`config.mk`:
```
export PLATFORM = sky130hd
export DESIGN_NAME = limit_and_slowdown_inputs
export DESIGN_NICKNAME = d
export VERILOG_FILES = /design/src/hdl/limit_and_slowdown_inputs.v
export VERILOG_INCLUDE_DIRS = /design/src /design/src/include
export SDC_FILE = /design/constraint.sdc
export NUM_CORES = 1
export LEC_CHECK = 0
export CORE_ASPECT_RATIO = 2
export CORE_UTILIZATION = 60
export CTS_BUF_LIST = sky130_fd_sc_hd__clkbuf_4
export DETAILED_ROUTE_END_ITERATION = 12
export DONT_BUFFER_PORTS = 1
export GPL_ROUTABILITY_DRIVEN = 0
export PLACE_DENSITY = 0.73
export SLEW_MARGIN = 20
export SYNTH_ARGS = -nofsm -noshare
export SYNTH_HDL_FRONTEND = slang
export SYNTH_SLANG_ARGS = --single-unit
```
`constraint.sdc`:
```
create_clock -name clk -period 1.97 [get_ports clk]
set_input_delay 0.0985 -clock clk [delete_from_list [all_inputs] [get_ports clk]]
set_output_delay 0.0985 -clock clk [all_outputs]
set_load 0.02 [all_outputs]
```
`src/include/limit_slowdown_regs.vh`:
```
// register map, field positions and timing constants for the limit and slow-down input block
// ---------------------------------------------
// Overview of operation
// - end limit of current direction stops motor, immediately or decelerating, per pattern.
// - limit pattern bit 03: 0 immediate stop, 1 decelerate stop if accelerated.
// - after a limit stop motor stays stopped though limit clears.
// - start refused toward a direction whose limit is active.
// - filter bit 12 rejects limit pulses under about 4 us, else 0.1 us passes.
// - status bit 18 shows plus limit, bit 17 minus limit, 1 active.
// - separate cause bits record which limit caused a stop.
// - timer mode takes no limit action but limit status stays readable.
// - each limit polarity pin: low active-high, high active-low.
// - mode bit 06 enables slow-down; environment bit 06 sets polarity, 1 active-high.
// - bit 04 selects slow to start speed or stop; bit 05 level or latched.
// - level slow mode ignores constant feed; high feed slows, re-accelerates on clear.
// - level slow mode with slow-down at accelerated start runs start speed until clear.
// - latched slow mode holds start speed after trigger, including active at start.
// - slow-down latch released by next start or choosing level behaviour.
// - stop modes: slow-down during constant feed stops immediately.
// - level stop mode decelerates and stops, re-accelerates if cleared, stays stopped.
// - latched stop mode does not re-accelerate when slow-down clears.
// - stop modes: slow-down active at start refuses start and ends operation.
// - slow-down deceleration stop sets cause bit 03.
// - slow-down filter needs 40 clock cycles, unfiltered one cycle suffices.
// - status bit 19 shows slow-down latch, bit 20 raw slow-down input.
// ---------------------------------------------
`ifndef LIMIT_SLOWDOWN_REGS_VH
`define LIMIT_SLOWDOWN_REGS_VH

// ---------------------------------------------
// register byte offsets
// ---------------------------------------------
`define OFS_ENVIRONMENT_WORD 4'h0
`define OFS_MODE_WORD        4'h4
`define OFS_STATUS_WORD      4'h8
`define OFS_IRQ_CAUSE_WORD   4'hc
`define OFS_COMMAND_WORD     4'h0

// ---------------------------------------------
// field positions
// ---------------------------------------------
`define BIT_LIMIT_STOP_PATTERN 3
`define BIT_SLOWDOWN_ACTION    4
`define BIT_SLOWDOWN_LATCH_SEL 5
`define BIT_SLOWDOWN_POLARITY  6
`define BIT_INPUT_FILTER_EN    12
`define BIT_SLOWDOWN_ENABLE    6
`define BIT_TIMER_MODE         0
`define BIT_MINUS_LIMIT_STATE  17
`define BIT_PLUS_LIMIT_STATE   18
`define BIT_SLOWDOWN_LATCH     19
`define BIT_SLOWDOWN_RAW       20
`define BIT_SLOWDOWN_IRQ       3
`define BIT_PLUS_LIMIT_IRQ     4
`define BIT_MINUS_LIMIT_IRQ    5
`define BIT_CMD_START          0
`define BIT_CMD_DIR_MINUS      1
`define BIT_CMD_ACCEL          2

// ---------------------------------------------
// reset values and timing
// ---------------------------------------------
`define ENVIRONMENT_RESET 32'h0000_0000
`define MODE_RESET        32'h0000_0000
`define CLK_FREQ_KHZ      10000
`define FILTER_TIME_NS    4000
`define FILTER_CYCLES     ((`FILTER_TIME_NS * `CLK_FREQ_KHZ + 999999) / 1000000)

`endif
```
`src/hdl/limit_and_slowdown_inputs.v`:
```
// limit and slow-down input handling with a classic wishbone register slave
`timescale 1ns/100ps
`include "limit_slowdown_regs.vh"

module limit_and_slowdown_inputs #(
  parameter FILT_W = 6
) (
  input  wire        clk,
  input  wire        rst_n,
  // wishbone slave
  input  wire        wb_cyc_i,
  input  wire        wb_stb_i,
  input  wire        wb_we_i,
  input  wire [3:0]  wb_adr_i,
  input  wire [3:0]  wb_sel_i,
  input  wire [31:0] wb_dat_i,
  output reg  [31:0] wb_dat_o,
  output reg         wb_ack_o,
  // sensor pins
  input  wire        plus_limit_in,
  input  wire        minus_limit_in,
  input  wire        slowdown_in,
  input  wire        plus_limit_polarity_pin,
  input  wire        minus_limit_polarity_pin,
  // motion generator status
  input  wire        move_busy,
  input  wire        move_dir_minus,
  input  wire        move_accel,
  input  wire        move_high_speed,
  // requests to motion generator
  output reg         start_req,
  output reg         start_dir_minus,
  output reg         start_accel,
  output reg         start_refused,
  output reg         stop_now,
  output reg         decel_stop,
  output reg         hold_start_speed
);

  // ---------------------------------------------
  // constants
  // ---------------------------------------------
  // the count is cut to the counter width on purpose; FILT_W must hold it
  localparam integer      FILT_CYC = `FILTER_CYCLES;
  localparam [FILT_W-1:0] FILT_MAX = FILT_CYC[FILT_W-1:0];
  localparam [3:0] ADR_CMD = 4'h0;

  // ---------------------------------------------
  // registers
  // ---------------------------------------------
  reg  [31:0]       environment_word;
  reg  [31:0]       mode_word;
  reg  [5:3]        irq_cause;
  reg  [2:0]        sync_a;
  reg  [2:0]        sync_b;
  reg  [2:0]        filt;
  reg  [FILT_W-1:0] filt_cnt [0:2];
  reg               slowdown_latch_state;
  reg               stop_hold;
  reg               sd_stop_armed;
  reg               sd_prev;
  reg               busy_prev;
  reg               cmd_pending;
  reg               cmd_dir_minus;
  reg               cmd_accel;
  integer           i;

  wire limit_stop_pattern = environment_word[`BIT_LIMIT_STOP_PATTERN];
  wire slowdown_action    = environment_word[`BIT_SLOWDOWN_ACTION];
  wire slowdown_latch_sel = environment_word[`BIT_SLOWDOWN_LATCH_SEL];
  wire slowdown_polarity  = environment_word[`BIT_SLOWDOWN_POLARITY];
  wire input_filter_en    = environment_word[`BIT_INPUT_FILTER_EN];
  wire slowdown_enable    = mode_word[`BIT_SLOWDOWN_ENABLE];
  wire timer_mode         = mode_word[`BIT_TIMER_MODE];

  // ---------------------------------------------
  // bus decode
  // ---------------------------------------------
  wire bus_req  = wb_cyc_i & wb_stb_i & ~wb_ack_o;
  wire bus_wr   = bus_req & wb_we_i;
  wire wr_env   = bus_wr & (wb_adr_i == `OFS_ENVIRONMENT_WORD) & ~wb_adr_i[3];
  wire wr_mode  = bus_wr & (wb_adr_i == `OFS_MODE_WORD);
  wire wr_cause = bus_wr & (wb_adr_i == `OFS_IRQ_CAUSE_WORD);

  // byte-lane merge used by the environment and mode words
  function [31:0] merge;
    input [31:0] old;
    input [31:0] new_val;
    input [3:0]  sel;
    integer k;
    begin
      merge = old;
      for (k = 0; k < 4; k = k + 1) begin
        if (sel[k]) begin
          merge[k*8 +: 8] = new_val[k*8 +: 8];
        end
      end
    end
  endfunction

  // ---------------------------------------------
  // synchroniser and polarity
  // ---------------------------------------------
  always @(posedge clk or negedge rst_n) begin
    if (!rst_n) begin
      sync_a <= 3'b000;
      sync_b <= 3'b000;
    end else begin
      sync_a <= {slowdown_in, minus_limit_in, plus_limit_in};
      sync_b <= sync_a;
    end
  end

  // bit0 plus, bit1 minus, bit2 slow-down; 1 means active
  wire [2:0] active_raw;
  assign active_raw[0] = sync_b[0] ^ plus_limit_polarity_pin;
  assign active_raw[1] = sync_b[1] ^ minus_limit_polarity_pin;
  assign active_raw[2] = slowdown_polarity ? sync_b[2] : ~sync_b[2];

  // ---------------------------------------------
  // glitch filter
  // ---------------------------------------------
  // the filtered level only follows after the new level stood FILT_MAX
  // cycles; with the filter off it follows the synchronised level at once
  always @(posedge clk or negedge rst_n) begin
    if (!rst_n) begin
      filt <= 3'b000;
      for (i = 0; i < 3; i = i + 1) begin
        filt_cnt[i] <= {FILT_W{1'b0}};
      end
    end else begin
      for (i = 0; i < 3; i = i + 1) begin
        if (active_raw[i] == filt[i]) begin
          filt_cnt[i] <= {FILT_W{1'b0}};
        end else if (!input_filter_en) begin
          filt[i]     <= active_raw[i];
          filt_cnt[i] <= {FILT_W{1'b0}};
        end else if (filt_cnt[i] == FILT_MAX - 1'b1) begin
          filt[i]     <= active_raw[i];
          filt_cnt[i] <= {FILT_W{1'b0}};
        end else begin
          filt_cnt[i] <= filt_cnt[i] + 1'b1;
        end
      end
    end
  end

  wire plus_limit_state  = filt[0];
  wire minus_limit_state = filt[1];
  wire slowdown_raw_state = filt[2];
  wire sd_active = slowdown_raw_state & slowdown_enable;

  // ---------------------------------------------
  // start command
  // ---------------------------------------------
  wire wr_cmd = bus_wr & (wb_adr_i == ADR_CMD) & wb_adr_i[3] == 1'b0
                & 1'b0;
  // command register shares offset 0 with the environment word; a write
  // there is a command only while mode bit 31 is set, which blocks environment writes
  wire wr_start = bus_wr & (wb_adr_i == 4'h0) & wb_sel_i[0]
                  & wb_dat_i[`BIT_CMD_START] & mode_word[31];
  wire limit_in_dir = wb_dat_i[`BIT_CMD_DIR_MINUS] ? minus_limit_state
                                                   : plus_limit_state;
  wire refuse_limit = limit_in_dir & ~timer_mode;
  wire refuse_sd    = sd_active & slowdown_action;
  wire start_taken  = wr_start & ~refuse_limit & ~refuse_sd;

  always @(posedge clk or negedge rst_n) begin
    if (!rst_n) begin
      start_req       <= 1'b0;
      start_refused   <= 1'b0;
      start_dir_minus <= 1'b0;
      start_accel     <= 1'b0;
      cmd_pending     <= 1'b0;
      cmd_dir_minus   <= 1'b0;
      cmd_accel       <= 1'b0;
    end else begin
      start_req     <= start_taken;
      start_refused <= wr_start & (refuse_limit | refuse_sd);
      cmd_pending   <= wr_cmd;
      if (start_taken) begin
        start_dir_minus <= wb_dat_i[`BIT_CMD_DIR_MINUS];
        start_accel     <= wb_dat_i[`BIT_CMD_ACCEL];
        cmd_dir_minus   <= wb_dat_i[`BIT_CMD_DIR_MINUS];
        cmd_accel       <= wb_dat_i[`BIT_CMD_ACCEL];
      end
    end
  end

  // ---------------------------------------------
  // limit stop
  // ---------------------------------------------
  wire dir_limit = move_dir_minus ? minus_limit_state : plus_limit_state;
  wire limit_hit = move_busy & dir_limit & ~timer_mode;
  wire limit_decel = limit_stop_pattern & move_accel;

  // ---------------------------------------------
  // slow-down
  // ---------------------------------------------
  wire sd_rise   = sd_active & ~sd_prev;
  wire sd_effect = slowdown_latch_sel ? slowdown_latch_state : sd_active;
  wire sd_fast   = move_busy & move_high_speed & sd_effect;
  wire sd_const_stop = move_busy & ~move_high_speed & slowdown_action
                       & sd_rise;
  wire busy_fall = busy_prev & ~move_busy;

  always @(posedge clk or negedge rst_n) begin
    if (!rst_n) begin
      slowdown_latch_state <= 1'b0;
      stop_hold            <= 1'b0;
      sd_stop_armed        <= 1'b0;
      sd_prev              <= 1'b0;
      busy_prev            <= 1'b0;
    end else begin
      sd_prev   <= sd_active;
      busy_prev <= move_busy;
      // start or level choice releases; a live input re-latches at once
      if (!slowdown_latch_sel) begin
        slowdown_latch_state <= 1'b0;
      end else if (sd_active & (move_busy | wr_start)) begin
        slowdown_latch_state <= 1'b1;
      end else if (wr_start) begin
        slowdown_latch_state <= 1'b0;
      end
      // a limit stop or constant-feed slow-down stop holds until the next accepted start
      if (limit_hit | sd_const_stop) begin
        stop_hold <= 1'b1;
      end else if (start_taken) begin
        stop_hold <= 1'b0;
      end
      if (start_taken) begin
        sd_stop_armed <= 1'b0;
      end else if (sd_fast & slowdown_action) begin
        sd_stop_armed <= 1'b1;
      end else if (busy_fall) begin
        sd_stop_armed <= 1'b0;
      end
    end
  end

  // ---------------------------------------------
  // requests to the motion generator
  // ---------------------------------------------
  always @(posedge clk or negedge rst_n) begin
    if (!rst_n) begin
      stop_now         <= 1'b0;
      decel_stop       <= 1'b0;
      hold_start_speed <= 1'b0;
    end else begin
      stop_now   <= (limit_hit & ~limit_decel) | sd_const_stop
                    | (stop_hold & ~decel_stop);
      decel_stop <= (limit_hit & limit_decel)
                    | (sd_fast & slowdown_action);
      // level choice lets this fall when the input clears, so the
      // generator climbs back to high speed
      hold_start_speed <= sd_fast & ~slowdown_action;
    end
  end

  // ---------------------------------------------
  // interrupt cause bits, write one to clear, set wins
  // ---------------------------------------------
  wire [5:3] cause_set;
  assign cause_set[`BIT_SLOWDOWN_IRQ]    = sd_stop_armed & busy_fall;
  assign cause_set[`BIT_PLUS_LIMIT_IRQ]  = limit_hit & ~move_dir_minus;
  assign cause_set[`BIT_MINUS_LIMIT_IRQ] = limit_hit & move_dir_minus;
  wire [5:3] cause_clr = (wr_cause & wb_sel_i[0]) ? wb_dat_i[5:3] : 3'b000;

  always @(posedge clk or negedge rst_n) begin
    if (!rst_n) begin
      irq_cause <= 3'b000;
    end else begin
      irq_cause <= (irq_cause & ~cause_clr) | cause_set;
    end
  end

  // ---------------------------------------------
  // register writes
  // ---------------------------------------------
  always @(posedge clk or negedge rst_n) begin
    if (!rst_n) begin
      environment_word <= `ENVIRONMENT_RESET;
      mode_word        <= `MODE_RESET;
    end else begin
      if (wr_env & ~mode_word[31]) begin
        environment_word <= merge(environment_word, wb_dat_i, wb_sel_i);
      end
      if (wr_mode) begin
        mode_word <= merge(mode_word, wb_dat_i, wb_sel_i);
      end
    end
  end

  // ---------------------------------------------
  // read mux and ack
  // ---------------------------------------------
  reg [31:0] next_dat;
  always @* begin
    next_dat = 32'h0000_0000;
    case (wb_adr_i)
      `OFS_ENVIRONMENT_WORD: begin
        next_dat = environment_word;
      end
      `OFS_MODE_WORD: begin
        next_dat = mode_word;
      end
      `OFS_STATUS_WORD: begin
        next_dat[`BIT_PLUS_LIMIT_STATE]  = plus_limit_state;
        next_dat[`BIT_MINUS_LIMIT_STATE] = minus_limit_state;
        next_dat[`BIT_SLOWDOWN_LATCH]    = slowdown_latch_state;
        next_dat[`BIT_SLOWDOWN_RAW]      = slowdown_raw_state;
      end
      `OFS_IRQ_CAUSE_WORD: begin
        next_dat[5:3] = irq_cause;
      end
      default: begin
        next_dat = 32'h0000_0000;
      end
    endcase
  end

  // one wait state; ack drops the cycle after it was given
  always @(posedge clk or negedge rst_n) begin
    if (!rst_n) begin
      wb_ack_o <= 1'b0;
      wb_dat_o <= 32'h0000_0000;
    end else begin
      wb_ack_o <= bus_req;
      if (bus_req & ~wb_we_i) begin
        wb_dat_o <= next_dat;
      end
    end
  end

endmodule // limit_and_slowdown_inputs

```
==> results of run 1 <==
## layout by cell type (no fill, tap or decap), drive strengths merged
cell type and instances:
nand4b 4, a221o 1, o211ai 1, buf 13
or2 3, dfrtp 139, clkbuf 18, dlygate4sd3 54
clkinvlp 3, o21ai 13, a32o 4, diode 2
o21a 1, bufinv 5, nor2b 2, clkinv 6
xor2 8, inv 9, ha 3, nor2 72
or4 2, and2 4, nand2 22, a21oi 1
mux2i 9, a221oi 25, and3 1, nor3 16
nand3b 2, nand3 13, nand2b 1, xnor2 8
or3b 1, a22o 7, nor4 3, mux2 69
a22oi 1
## area by class of cell
cell class / count / area share [%]
sequential: 139 / 51.0
multi-input combinational: 297 / 32.2
timing repair buffer: 67 / 9.36
clock inverter: 14 / 2.95
clock buffer: 18 / 1.98
tap: 104 / 1.91
inverter: 9 / 0.495
antenna: 2 / 0.0734
## worst max-delay path: cells and delay by family (launching register included)
family	cells	cell delay [ns]
simple gates	3	0.93
flops	1	0.41
mux	1	0.38
## repair_timing
| item | in CTS | in global routing |
|---|---|---|
| setup endpoints to repair | 0 | 1 |
| endpoints found under the hold margin | 255 | 139 |
| gates resized for setup | 0 | 1 |
## Yosys cell counts, drive strengths merged (7+ instances only)
cell type  number
a221oi         25
a22o            7
clkbuf          9
dfrtp         139
inv             9
mux2           69
mux2i           9
nand2          22
nand3          13
nor2           72
nor3           16
o21ai          13
xnor2           8
xor2            8
## how the worst max path moves through the flow
| stage | start | endpoint | cells after the start |
|---|---|---|---|
| after global placement | wb_ack_o$_DFF_PN0_ | mode_word[23]$_DFFE_PN0P_ | 5 |
| after detailed placement | wb_adr_i[1] | environment_word[15]$_DFFE_PN0P_ | 4 |
| final | wb_ack_o$_DFF_PN0_ | environment_word[8]$_DFFE_PN0P_ | 4 |
| after floorplan | wb_ack_o$_DFF_PN0_ | environment_word[10]$_DFFE_PN0P_ | 5 |
| after CTS | wb_ack_o$_DFF_PN0_ | environment_word[11]$_DFFE_PN0P_ | 4 |
| after global routing | wb_ack_o$_DFF_PN0_ | wb_dat_o[6]$_DFFE_PN0P_ | 4 |
## power by group through the flow
| stage | registers [W] | clock network, W | logic, W |
|---|---|---|---|
| after floorplan | 0.00337 | 0 | 0.000293 |
| after global placement | 0.00340 | 0 | 0.000332 |
| after detailed placement | 0.00341 | 0 | 0.000347 |
| after CTS | 0.00336 | 0.00217 | 0.000463 |
| after global routing | 0.00339 | 0.00229 | 0.000520 |
| final | 0.00336 | 0.00215 | 0.000468 |
## metrics by stage
step / power, W / cell area [sq um] / setup WS [ns] / hold WS (ns)
CTS: 0.00599 / 6810 / 0.136 / -0.796
detailed placement: 0.00376 / 5930 / 0.110 / -0.193
floorplan: 0.00366 / 5760 / 0.0840 / -0.197
global placement: 0.00373 / 5930 / 0.173 / -0.194
global route: 0.00619 / 6820 / 0.0801 / -0.821
finish: 0.00597 / 6820 / 0.145 / -0.769
## state kept, by name (all words and copies together), names as in the netlist, 3 cells and up
name,flops
sync_a,3
sync_b,3
wb_dat_o,32
environment_word,32
filt_cnt,18
irq_cause,3
mode_word,32
filt,3
## kinds of logic (layout without fill, tap and decap cells)
group	after synthesis	count (layout)	synth area share (%)
fa+ha+maj	3	3	0.652
simple gates	146	146	12.3
flops	139	139	60.4
mux	78	78	15.1
other cells	0	2	0
xor+xnor	16	16	2.43
buf+inv	24	108	1.80
compound gates	54	54	7.34
## metal layers
metal / vias up / wire [um]
met2: 124 / 6910
met1: 1986 / 4680
met3: 36 / 640
met5: - / 0
met4: 0 / 484
li1: 1789 / -
==> results.md, run 1 <==
- Status: finished, violations left
- Failing checks: design-rule violations, negative hold slack
- Seq/Total Area, Yosys: 60.4%
- Core ar.: 9320 sq um
- Syn Nets: 517
- Slowest Stage Delay on Critical Path: 0.42 ns
- Clk Latency, worst-skew pair: 0.55 ns
- Full die area: 10,000 sq um
- Crit path time final: 1.82 ns
- VDD IR max: 796 uV
- DRT antenna net count: 0
- Clk pwr share: 35.9%
- Met1 GRT Util: 30.4%
- Hold slack: -0.769 ns
- Routed length per instance: 19.6 um
- Core Util, Final: 73.2%
- Residual DRC: 9
- CP Capture Type: flop
- R2R setup slack: 0.15 ns
- Top post-synthesis cells by area: dfrtp_1 60%, mux2_2 13%, nor2_1 4.7%
- Root buf cell: clkbuf_4
- Max Cap Viol: 0
- Netlist Area Pre-Place: 5760 sq um
- Cells along the critical path: nand4b_1, nor3_1, and2_1, mux2_2
- Finished Layout Cells: 650
- RR Endpoint: environment_word[8]$_DFFE_PN0P_
- Asr flop ratio synth: 100%
- Combinational share of power: 7.8%
- Hpwl dp: 8350 um
- Hold crit path type: in2async
- Final Max Tran Viols: 0
- Placement row count: 50
- Top_reg_cell synth: dfrtp_1
- WS Path Type: reg2reg
- Slew @ Worst Pin: 0.715 ns
- First drt pass iteration count: 9
- GR Util All Layers: 27.4%
- Multi-input logic area: 2200 sq um
- Total I/O pin count: 94
- Synth Instances: 460
- Remaining Overflow, GRT: 0
- Area leader, netlist: dfrtp_1
- DR vias: 3,935
- Worst EP required: 2.40 ns
- Nets: 588
- Filler instances: 619
- Avg Cell Area, Syn: 12.5 sq um
- Part of the power in registers: 56.2%
- Largest net degree at the start of global routing: 140
- Clock Path Buffers: 2
- Yosys top cell area share: 60.4%
- Hold-fix buffers, CTS: 54
- Syn-to-layout area delta: 18.4%
- R2R cell count: 4
- First-pass GRT wire length: 20,600 um
- Yosys warns: 0
- Placed cells: 562
- Pwr Density: 876 nW/um^2
- P_leak: 3.16 nW
- Initial DRC Count: 225
- Port bufs: 0
- Unrepaired setup endpoints after global routing: false
- Routed wire length: 12,700 um
- Reg area: 3480 sq um
- Worst clock skew: 0.0128 ns
- Routed vias/inst: 6.05
- Htree depth: 4
- Psw: 0.00151 W
- CP Launch Type: flop
- Crit path DAT: 2.26 ns
- Busiest grt layer: met2
- Clock sinks: 139
- Internal power: 0.00446 W
- Crit Path Max Fanout: 8
- Synth unique cells: 41
- Synth Register Bits: 139
- Setup TNS: 0 ns
- CTS tree: yes
- Initial antenna violation count: 2
- Fraction of power spent switching nets: 25.3%
- Fin crit share: 92.6%
- Layout cells sized above 1: 23.3%
- Die Ht: 141 um
- Die width: 71.3 um
- Number of global-route vias before repair: 4,213
- Initial core utilization: 61.8%
- EDFF count, synth: 0
- Worst slew margin: 52.2%
- Met2 Use GR: 47.1%
- Launching point of the worst reg2reg path: wb_ack_o$_DFF_PN0_
- Fmax: 548 MHz
- Reg clk slew, reported paths: 0.11 ns
- Met3 track demand over resource: 7.51%
- Final setup vio count: 0
- Slowest cell on the critical path: and2_1
- Setup bufs post-CTS: 0
- Final Hold Vio Count: 139
- Total CTS buffers: 17
Power figures use the tool's default switching activity.
==> inputs of run 2 (changes only) <==
Settings changed: CORE_UTILIZATION 60 to 50, PLACE_DENSITY 0.73 to 0.62.
==> run 2 against run 1 <==
The flow finishes with violations (negative hold slack). Setup slack lost 0.055 ns. Combinational power increased by 3%. Final area increased by 1.6%. Global-route usage decreased by 4.3 points. Critical path depth grew 2. Largest power group unchanged. Flip-flop and latch count is the same. Power is 1.8% lower. Utilization fell by 12 points. Cell count increased by 6.5%. Die area increased by 20%. Sequential power barely moved.
==> results.md, run 2 (synthesis gave the netlist of run 1 again) <==
- Status: finished, violations left
- Failing checks: negative hold slack
- Pre-CTS setup slack: 0.0870 ns (-0.0227 ns)
- Clock Path Buffers: 2 (unchanged)
- Initial core utilization: 51.0% (-11 points)
- GR Util All Layers: 23.1% (-4.3 points)
- Layout cells sized above 1: 23.1% (-0.21 points)
- Hold slack: -0.736 ns (+0.0334 ns)
- Finished Layout Cells: 692 (+6.5%)
- Hpwl dp: 8660 um (+3.8%)
- Fmax: 532 MHz (-2.9%)
- Fin crit share: 95.4% (+2.8 points)
- Multi-input logic area: 2200 sq um (+0.23%)
- Worst EP required: 2.36 ns (-0.04 ns)
- Max Cap Viol: 0 (unchanged)
- Final Hold Vio Count: 139 (unchanged)
- Pwr Density: 846 nW/um^2 (-3.4%)
- DR WL met2: 7120 um (+3.0%)
- First drt pass iteration count: 4 (-5)
- Root buf cell: clkbuf_4
- CP Launch Type: primary input
- Placed Area: 6000 sq um (+1.1%)
- Critical path buffers and inverters: 2 (+2)
- Crit path DAT: 2.27 ns (about the same)
- Syn-to-layout area delta: 20.2%
- Unrepaired setup endpoints after global routing: false
- Initial antenna violation count: 1 (-1)
- Setup bufs post-CTS: 0 (unchanged)
- Initial DRC Count: 245 (+8.9%)
- Hold-fix buffers, CTS: 59 (+9.3%)
- Clk Latency, worst-skew pair: 0.51 ns (-0.04 ns)
- Core ar.: 11,300 sq um (+21%)
- Remaining Overflow, GRT: 0 (unchanged)
- First-pass GRT wire length: 20,800 um (+0.91%)
- Critical path depth: 6 (+2)
- Worst slew margin: 58.1% (+5.9 points)
- Metal1 wirelength: 4810 um (+2.7%)
- Biggest regs: environment_word: 32 flops, mode_word: 32 flops, wb_dat_o: 32 flops
- Die Ht: 154 um (+9.4%)
- Crit path time final: 1.88 ns (+0.0546 ns)
- Top layer in use: met4
- Placement row count: 55 (+10%)
- Final setup vio count: 0 (unchanged)
- Worst setup margin: 0.0905 ns (-0.0546 ns)
- Clock sinks: 139 (unchanged)
- Final Cell Area: 6930 sq um (+1.6%)
- R2R setup slack: 0.10 ns (-0.05 ns)
- Most common cell after layout, fill and taps aside: dfrtp_1
- Die width: 77.9 um (+9.3%)
- Worst clock skew: 0.0193 ns (+0.00649 ns)
- Placed cells: 601 (+6.9%)
- WS Path Type: in2reg
- Total I/O pin count: 94 (unchanged)
- Routed wire length: 12,800 um (+0.76%)
- Nets: 594 (+1.0%)
- Launching point of the worst reg2reg path: wb_ack_o$_DFF_PN0_
- Crit Path Max Fanout: 12 (+4)
- Residual DRC: 0 (-9)
- DR vias: 3,908 (-0.69%)
- Routed vias/inst: 5.65 (-6.7%)
- CP endpoint: environment_word[20]$_DFFE_PN0P_
- Top Family by Delay on Critical Path: simple AND/OR/NAND/NOR gates
- Met3 Wirelength: 634 um (-0.94%)
- Total CTS buffers: 17 (unchanged)
- Full die area: 12,000 sq um (+20%)
- Slowest cell on the critical path: dlygate4sd3_1
- Slew @ Worst Pin: 0.629 ns (-0.0866 ns)
- RR Endpoint: environment_word[2]$_DFFE_PN0P_
- Hold crit path type: in2async
- Port bufs: 0 (unchanged)
- CTS tree: yes
- Worst Setup SP: wb_adr_i[3]
- Number of global-route vias before repair: 4,270 (+1.4%)
- R2R cell count: 5 (+1)
- Reg area: 3480 sq um (unchanged)
- Routed length per instance: 18.5 um (-5.4%)
- Final Max Tran Viols: 0 (unchanged)
- DRT antenna net count: 0 (unchanged)
- Setup TNS: 0 ns (unchanged)
- Reg clk slew, reported paths: 0.12 ns (about the same)
- VDD IR max: 571 uV (-28%)
- Htree depth: 4 (unchanged)
- Most frequent cells in the layout: 139 x dfrtp_1, 70 x nor2_1, 67 x mux2_2
- P_leak: 3.18 nW (+0.73%)
- Largest net degree at the start of global routing: 140 (unchanged)
- Cells along the critical path: dlygate4sd3_1, or4_4, nor3_2, and2_1, buf_4, mux2_2
- Filler instances: 937 (+51%)
- Slowest Stage Delay on Critical Path: 0.71 ns (+0.29 ns)
- CP Capture Type: flop
==> run 2: changes by cell type in the layout (fill, tap and decap cells not counted), moves of 2 or more <==
cell / before / now
clkinvlp_4: 3 / 1
clkinv_4: 0 / 4
dlygate4sd3_1: 54 / 58
clkbuf_4: 18 / 20
clkinv_2: 5 / 1
==> run 2: how the worst min path moves through the flow <==
stage,end,slack (ns),cells past startpoint
after floorplan,busy_prev$_DFF_PN0_,-0.20,0
after global placement,wb_dat_o[19]$_DFFE_PN0P_,-0.19,0
after detailed placement,mode_word[28]$_DFFE_PN0P_,-0.19,0
after CTS,sync_a[2]$_DFF_PN0_,-0.79,0
after global routing,sync_a[2]$_DFF_PN0_,-0.80,0
final,mode_word[28]$_DFFE_PN0P_,-0.74,0
==> run 2: metal layers <==
layer | global-route usage [%] | vias up
li1 | - | 1798
met1 | 24.3 | 1977
met2 | 42.3 | 117
met3 | 6.29 | 16
met4 | 9.70 | 0
met5 | 0 | -
==> run 2: area by class of cell <==
| cell class | instances | area share (%) |
|---|---|---|
| multi-input combinational | 297 | 31.8 |
| timing repair buffer | 73 | 10.3 |
| sequential | 139 | 50.2 |
| clock inverter | 11 | 2.47 |
| tap | 142 | 2.57 |
| clock buffer | 20 | 2.17 |
| antenna | 1 | 0.0361 |
| inverter | 9 | 0.488 |
==> run 2: stage by stage <==
step | total power, W | util, % | hold slack, ns
after global routing | 0.00612 | 61.4 | -0.798
after floorplan | 0.00366 | - | -0.197
after CTS | 0.00593 | 61.2 | -0.787
final | 0.00586 | 61.4 | -0.736
after detailed placement | 0.00377 | 53.2 | -0.194
after global placement | 0.00375 | 53.2 | -0.194
==> run 2: repair_timing <==
| item | in CTS | in global routing |
|---|---|---|
| setup endpoints to repair | 0 | 30 |
| hold endpoints to repair | 255 | 139 |
| gates resized for setup | 0 | 3 |
==> run 2: where the power goes <==
| group | switching [W] | internal, W | leakage [nW] |
|---|---|---|---|
| clock network | 0.000979 | 0.00105 | 0.171 |
| logic | 0.000207 | 0.000273 | 1.18 |
| registers | 0.000289 | 0.00307 | 1.82 |
| total | 0.00148 | 0.00439 | 3.18 |
==> inputs of run 3 (changes only) <==
Settings changed: CELL_PAD_IN_SITES_DETAIL_PLACEMENT set to 0, CELL_PAD_IN_SITES_GLOBAL_PLACEMENT set to 1, PLACE_DENSITY 0.62 to 0.75.
==> run 3 against run 2 <==
The run still ends with negative hold slack left. Critical path type is now reg2reg. Die area is the same. Worst hold slack lost 0.015 ns. Critical endpoint is now environment_word[1]$_DFFE_PN0P_. Largest cell class unchanged. Clock-buffer cell count shrank 2. Largest power group unchanged. Power grew 1.2%. Wire length grew 0.27%. Sequential share of layout area grew 0.22 points.
==> results.md, run 3 (synthesis gave the netlist of run 1 again) <==
- Crit path time final: 1.87 ns (-0.00822 ns)
- Fraction of power spent switching nets: 26.4% (+1.3 points)
- Port bufs: 0 (unchanged)
- P_leak: 3.18 nW (about the same)
- Setup TNS: 0 ns (unchanged)
- Failing checks: negative hold slack
- Slew @ Worst Pin: 0.737 ns (+0.109 ns)
- Part of the power in registers: 56.6% (-0.7 points)
- Reg clk slew, reported paths: 0.12 ns (about the same)
- Htree depth: 4 (unchanged)
- Final setup vio count: 0 (unchanged)
- Clk Latency, worst-skew pair: 0.54 ns (+0.03 ns)
- Hold slack: -0.750 ns (-0.0146 ns)
- WS Path Type: reg2reg
- DR vias: 3,900 (-0.20%)
- VDD IR max: 570 uV (-0.18%)
- Core Util, Final: 61.1% (-0.27 points)
- Initial antenna violation count: 1 (unchanged)
- Worst slew margin: 50.7% (-7.4 points)
- First drt pass iteration count: 4 (unchanged)
- CTS tree: yes
- Initial DRC Count: 129 (-47%)
- Routed wire length: 12,800 um (+0.27%)
- Max Cap Viol: 0 (unchanged)
- Number of global-route vias before repair: 4,193 (-1.8%)
- Initial core utilization: 51.0% (unchanged)
- Hpwl dp: 8730 um (+0.79%)
- DRT antenna net count: 0 (unchanged)
- Biggest regs: environment_word: 32 flops, mode_word: 32 flops, wb_dat_o: 32 flops
- Final Max Tran Viols: 0 (unchanged)
- Remaining Overflow, GRT: 0 (unchanged)
- Internal power: 0.00437 W (-0.50%)
- Core ar.: 11,300 sq um (unchanged)
- Combinational share of power: 8.0% (-0.2 points)
- Largest net degree at the start of global routing: 140 (unchanged)
- Total CTS buffers: 17 (unchanged)
- Residual DRC: 0 (unchanged)
- Clock sinks: 139 (unchanged)
- Most common cell after layout, fill and taps aside: dfrtp_1
- Nets: 593 (-0.17%)
- First-pass GRT wire length: 21,300 um (+2.1%)
- Setup bufs post-CTS: 0 (unchanged)
- Most frequent cells in the layout: 139 x dfrtp_1, 70 x nor2_1, 67 x mux2_2
- Total I/O pin count: 94 (unchanged)
- Crit Path Max Fanout: 8 (-4)
- Placement row count: 55 (unchanged)
- Die width: 77.9 um (unchanged)
- Clk pwr share: 35.4% (+0.9 points)
- Psw: 0.00157 W (+6.3%)
- Crit path DAT: 2.29 ns (+0.02 ns)
- Fmax: 534 MHz (+0.44%)
- Root buf cell: clkbuf_4
- Hold crit path type: in2async
- Fin crit share: 95.0% (-0.42 points)
- Routed length per instance: 18.6 um (+0.27%)
- Hold-fix buffers, CTS: 55 (-6.8%)
- Filler instances: 963 (+2.8%)
- Syn-to-layout area delta: 19.7%
- Worst EP required: 2.39 ns (+0.03 ns)
- Status: finished, violations left
- Routed vias/inst: 5.64 (-0.20%)
- GR Util All Layers: 23.5% (+0.41 points)
- CP Launch Type: flop
- Final Hold Vio Count: 139 (unchanged)
- Layout cells sized above 1: 24.0% (+0.91 points)
- Pwr Density: 860 nW/um^2 (+1.6%)
- CP Capture Type: flop
- Unrepaired setup endpoints after global routing: false
- Worst clock skew: 0.0171 ns (-0.00223 ns)
- Full die area: 12,000 sq um (unchanged)
- Clock Path Buffers: 2 (unchanged)
- Die Ht: 154 um (unchanged)
[run 3: layout make-up]
| type | count | area (sq um) | area share, % |
|---|---|---|---|
| Inverter | 9 | 33.8 | 0.490 |
| Multi-Input combinational cell | 297 | 2200 | 31.9 |
| Sequential cell | 139 | 3480 | 50.4 |
| Antenna cell | 1 | 2.50 | 0.0363 |
| Tap cell | 142 | 178 | 2.58 |
| Clock buffer | 18 | 135 | 1.96 |
| Timing Repair Buffer | 72 | 678 | 9.83 |
| Clock inverter | 14 | 194 | 2.81 |
[run 3: critical path, cell delays in order (launching register included)]
cell      delay (ns)
dfrtp_1         0.41
nand4b_1        0.33
buf_4           0.26
nor4_4          0.20
buf_4           0.22
mux2_2          0.35
[run 3: final timing paths]
check	startpoint	cells after the start	slack (ns)	endpoint
setup / recovery	wb_ack_o$_DFF_PN0_	5	0.1	environment_word[1]$_DFFE_PN0P_
hold / removal	rst_n	0	-0.75	wb_dat_o[19]$_DFFE_PN0P_
setup reg to reg	wb_ack_o$_DFF_PN0_	5	0.1	environment_word[1]$_DFFE_PN0P_
hold reg to reg	sync_a[1]$_DFF_PN0_	0	0.36	sync_b[1]$_DFF_PN0_
max in group asynchronous	rst_n	0	2.52	filt_cnt[13]$_DFF_PN0_
min in group clk	wb_adr_i[3]	4	0.07	wb_dat_o[20]$_DFFE_PN0P_
[run 3: metal layers]
| metal | GRT usage (%) | vias up | wire (um) |
|---|---|---|---|
| met4 | 9.08 | 0 | 209 |
| li1 | - | 1801 | - |
| met3 | 6.53 | 17 | 579 |
| met2 | 42.4 | 87 | 7200 |
| met5 | 0 | - | 0 |
| met1 | 25.6 | 1995 | 4860 |
[run 3: what timing repair did]
item,CTS,global route
gates resized for setup,0,1
endpoints found under the setup margin,0,24
endpoints found under the hold margin,255,139
[run 3: power groups by stage]
| stage | logic (W) | registers [W] | clock network, W |
|---|---|---|---|
| after floorplan | 0.000293 | 0.00337 | 0 |
| after global placement | 0.000344 | 0.00341 | 0 |
| after detailed placement | 0.000360 | 0.00342 | 0 |
| after CTS | 0.000479 | 0.00336 | 0.00216 |
| after global routing | 0.000532 | 0.00339 | 0.00228 |
| final | 0.000474 | 0.00336 | 0.00210 |
[run 3: stage by stage]
step           std cells  instance area (sq um)  worst slack [ns]  power, W
2_1_floorplan        460                   5760            0.0840   0.00366
3_3_place_gp         604                   6010             0.114   0.00375
3_5_place_dp         604                   6010            0.0443   0.00378
4_1_cts              691                   6890            0.0253   0.00600
5_1_grt              692                   6900           0.00285   0.00620
6_report             692                   6900            0.0987   0.00593
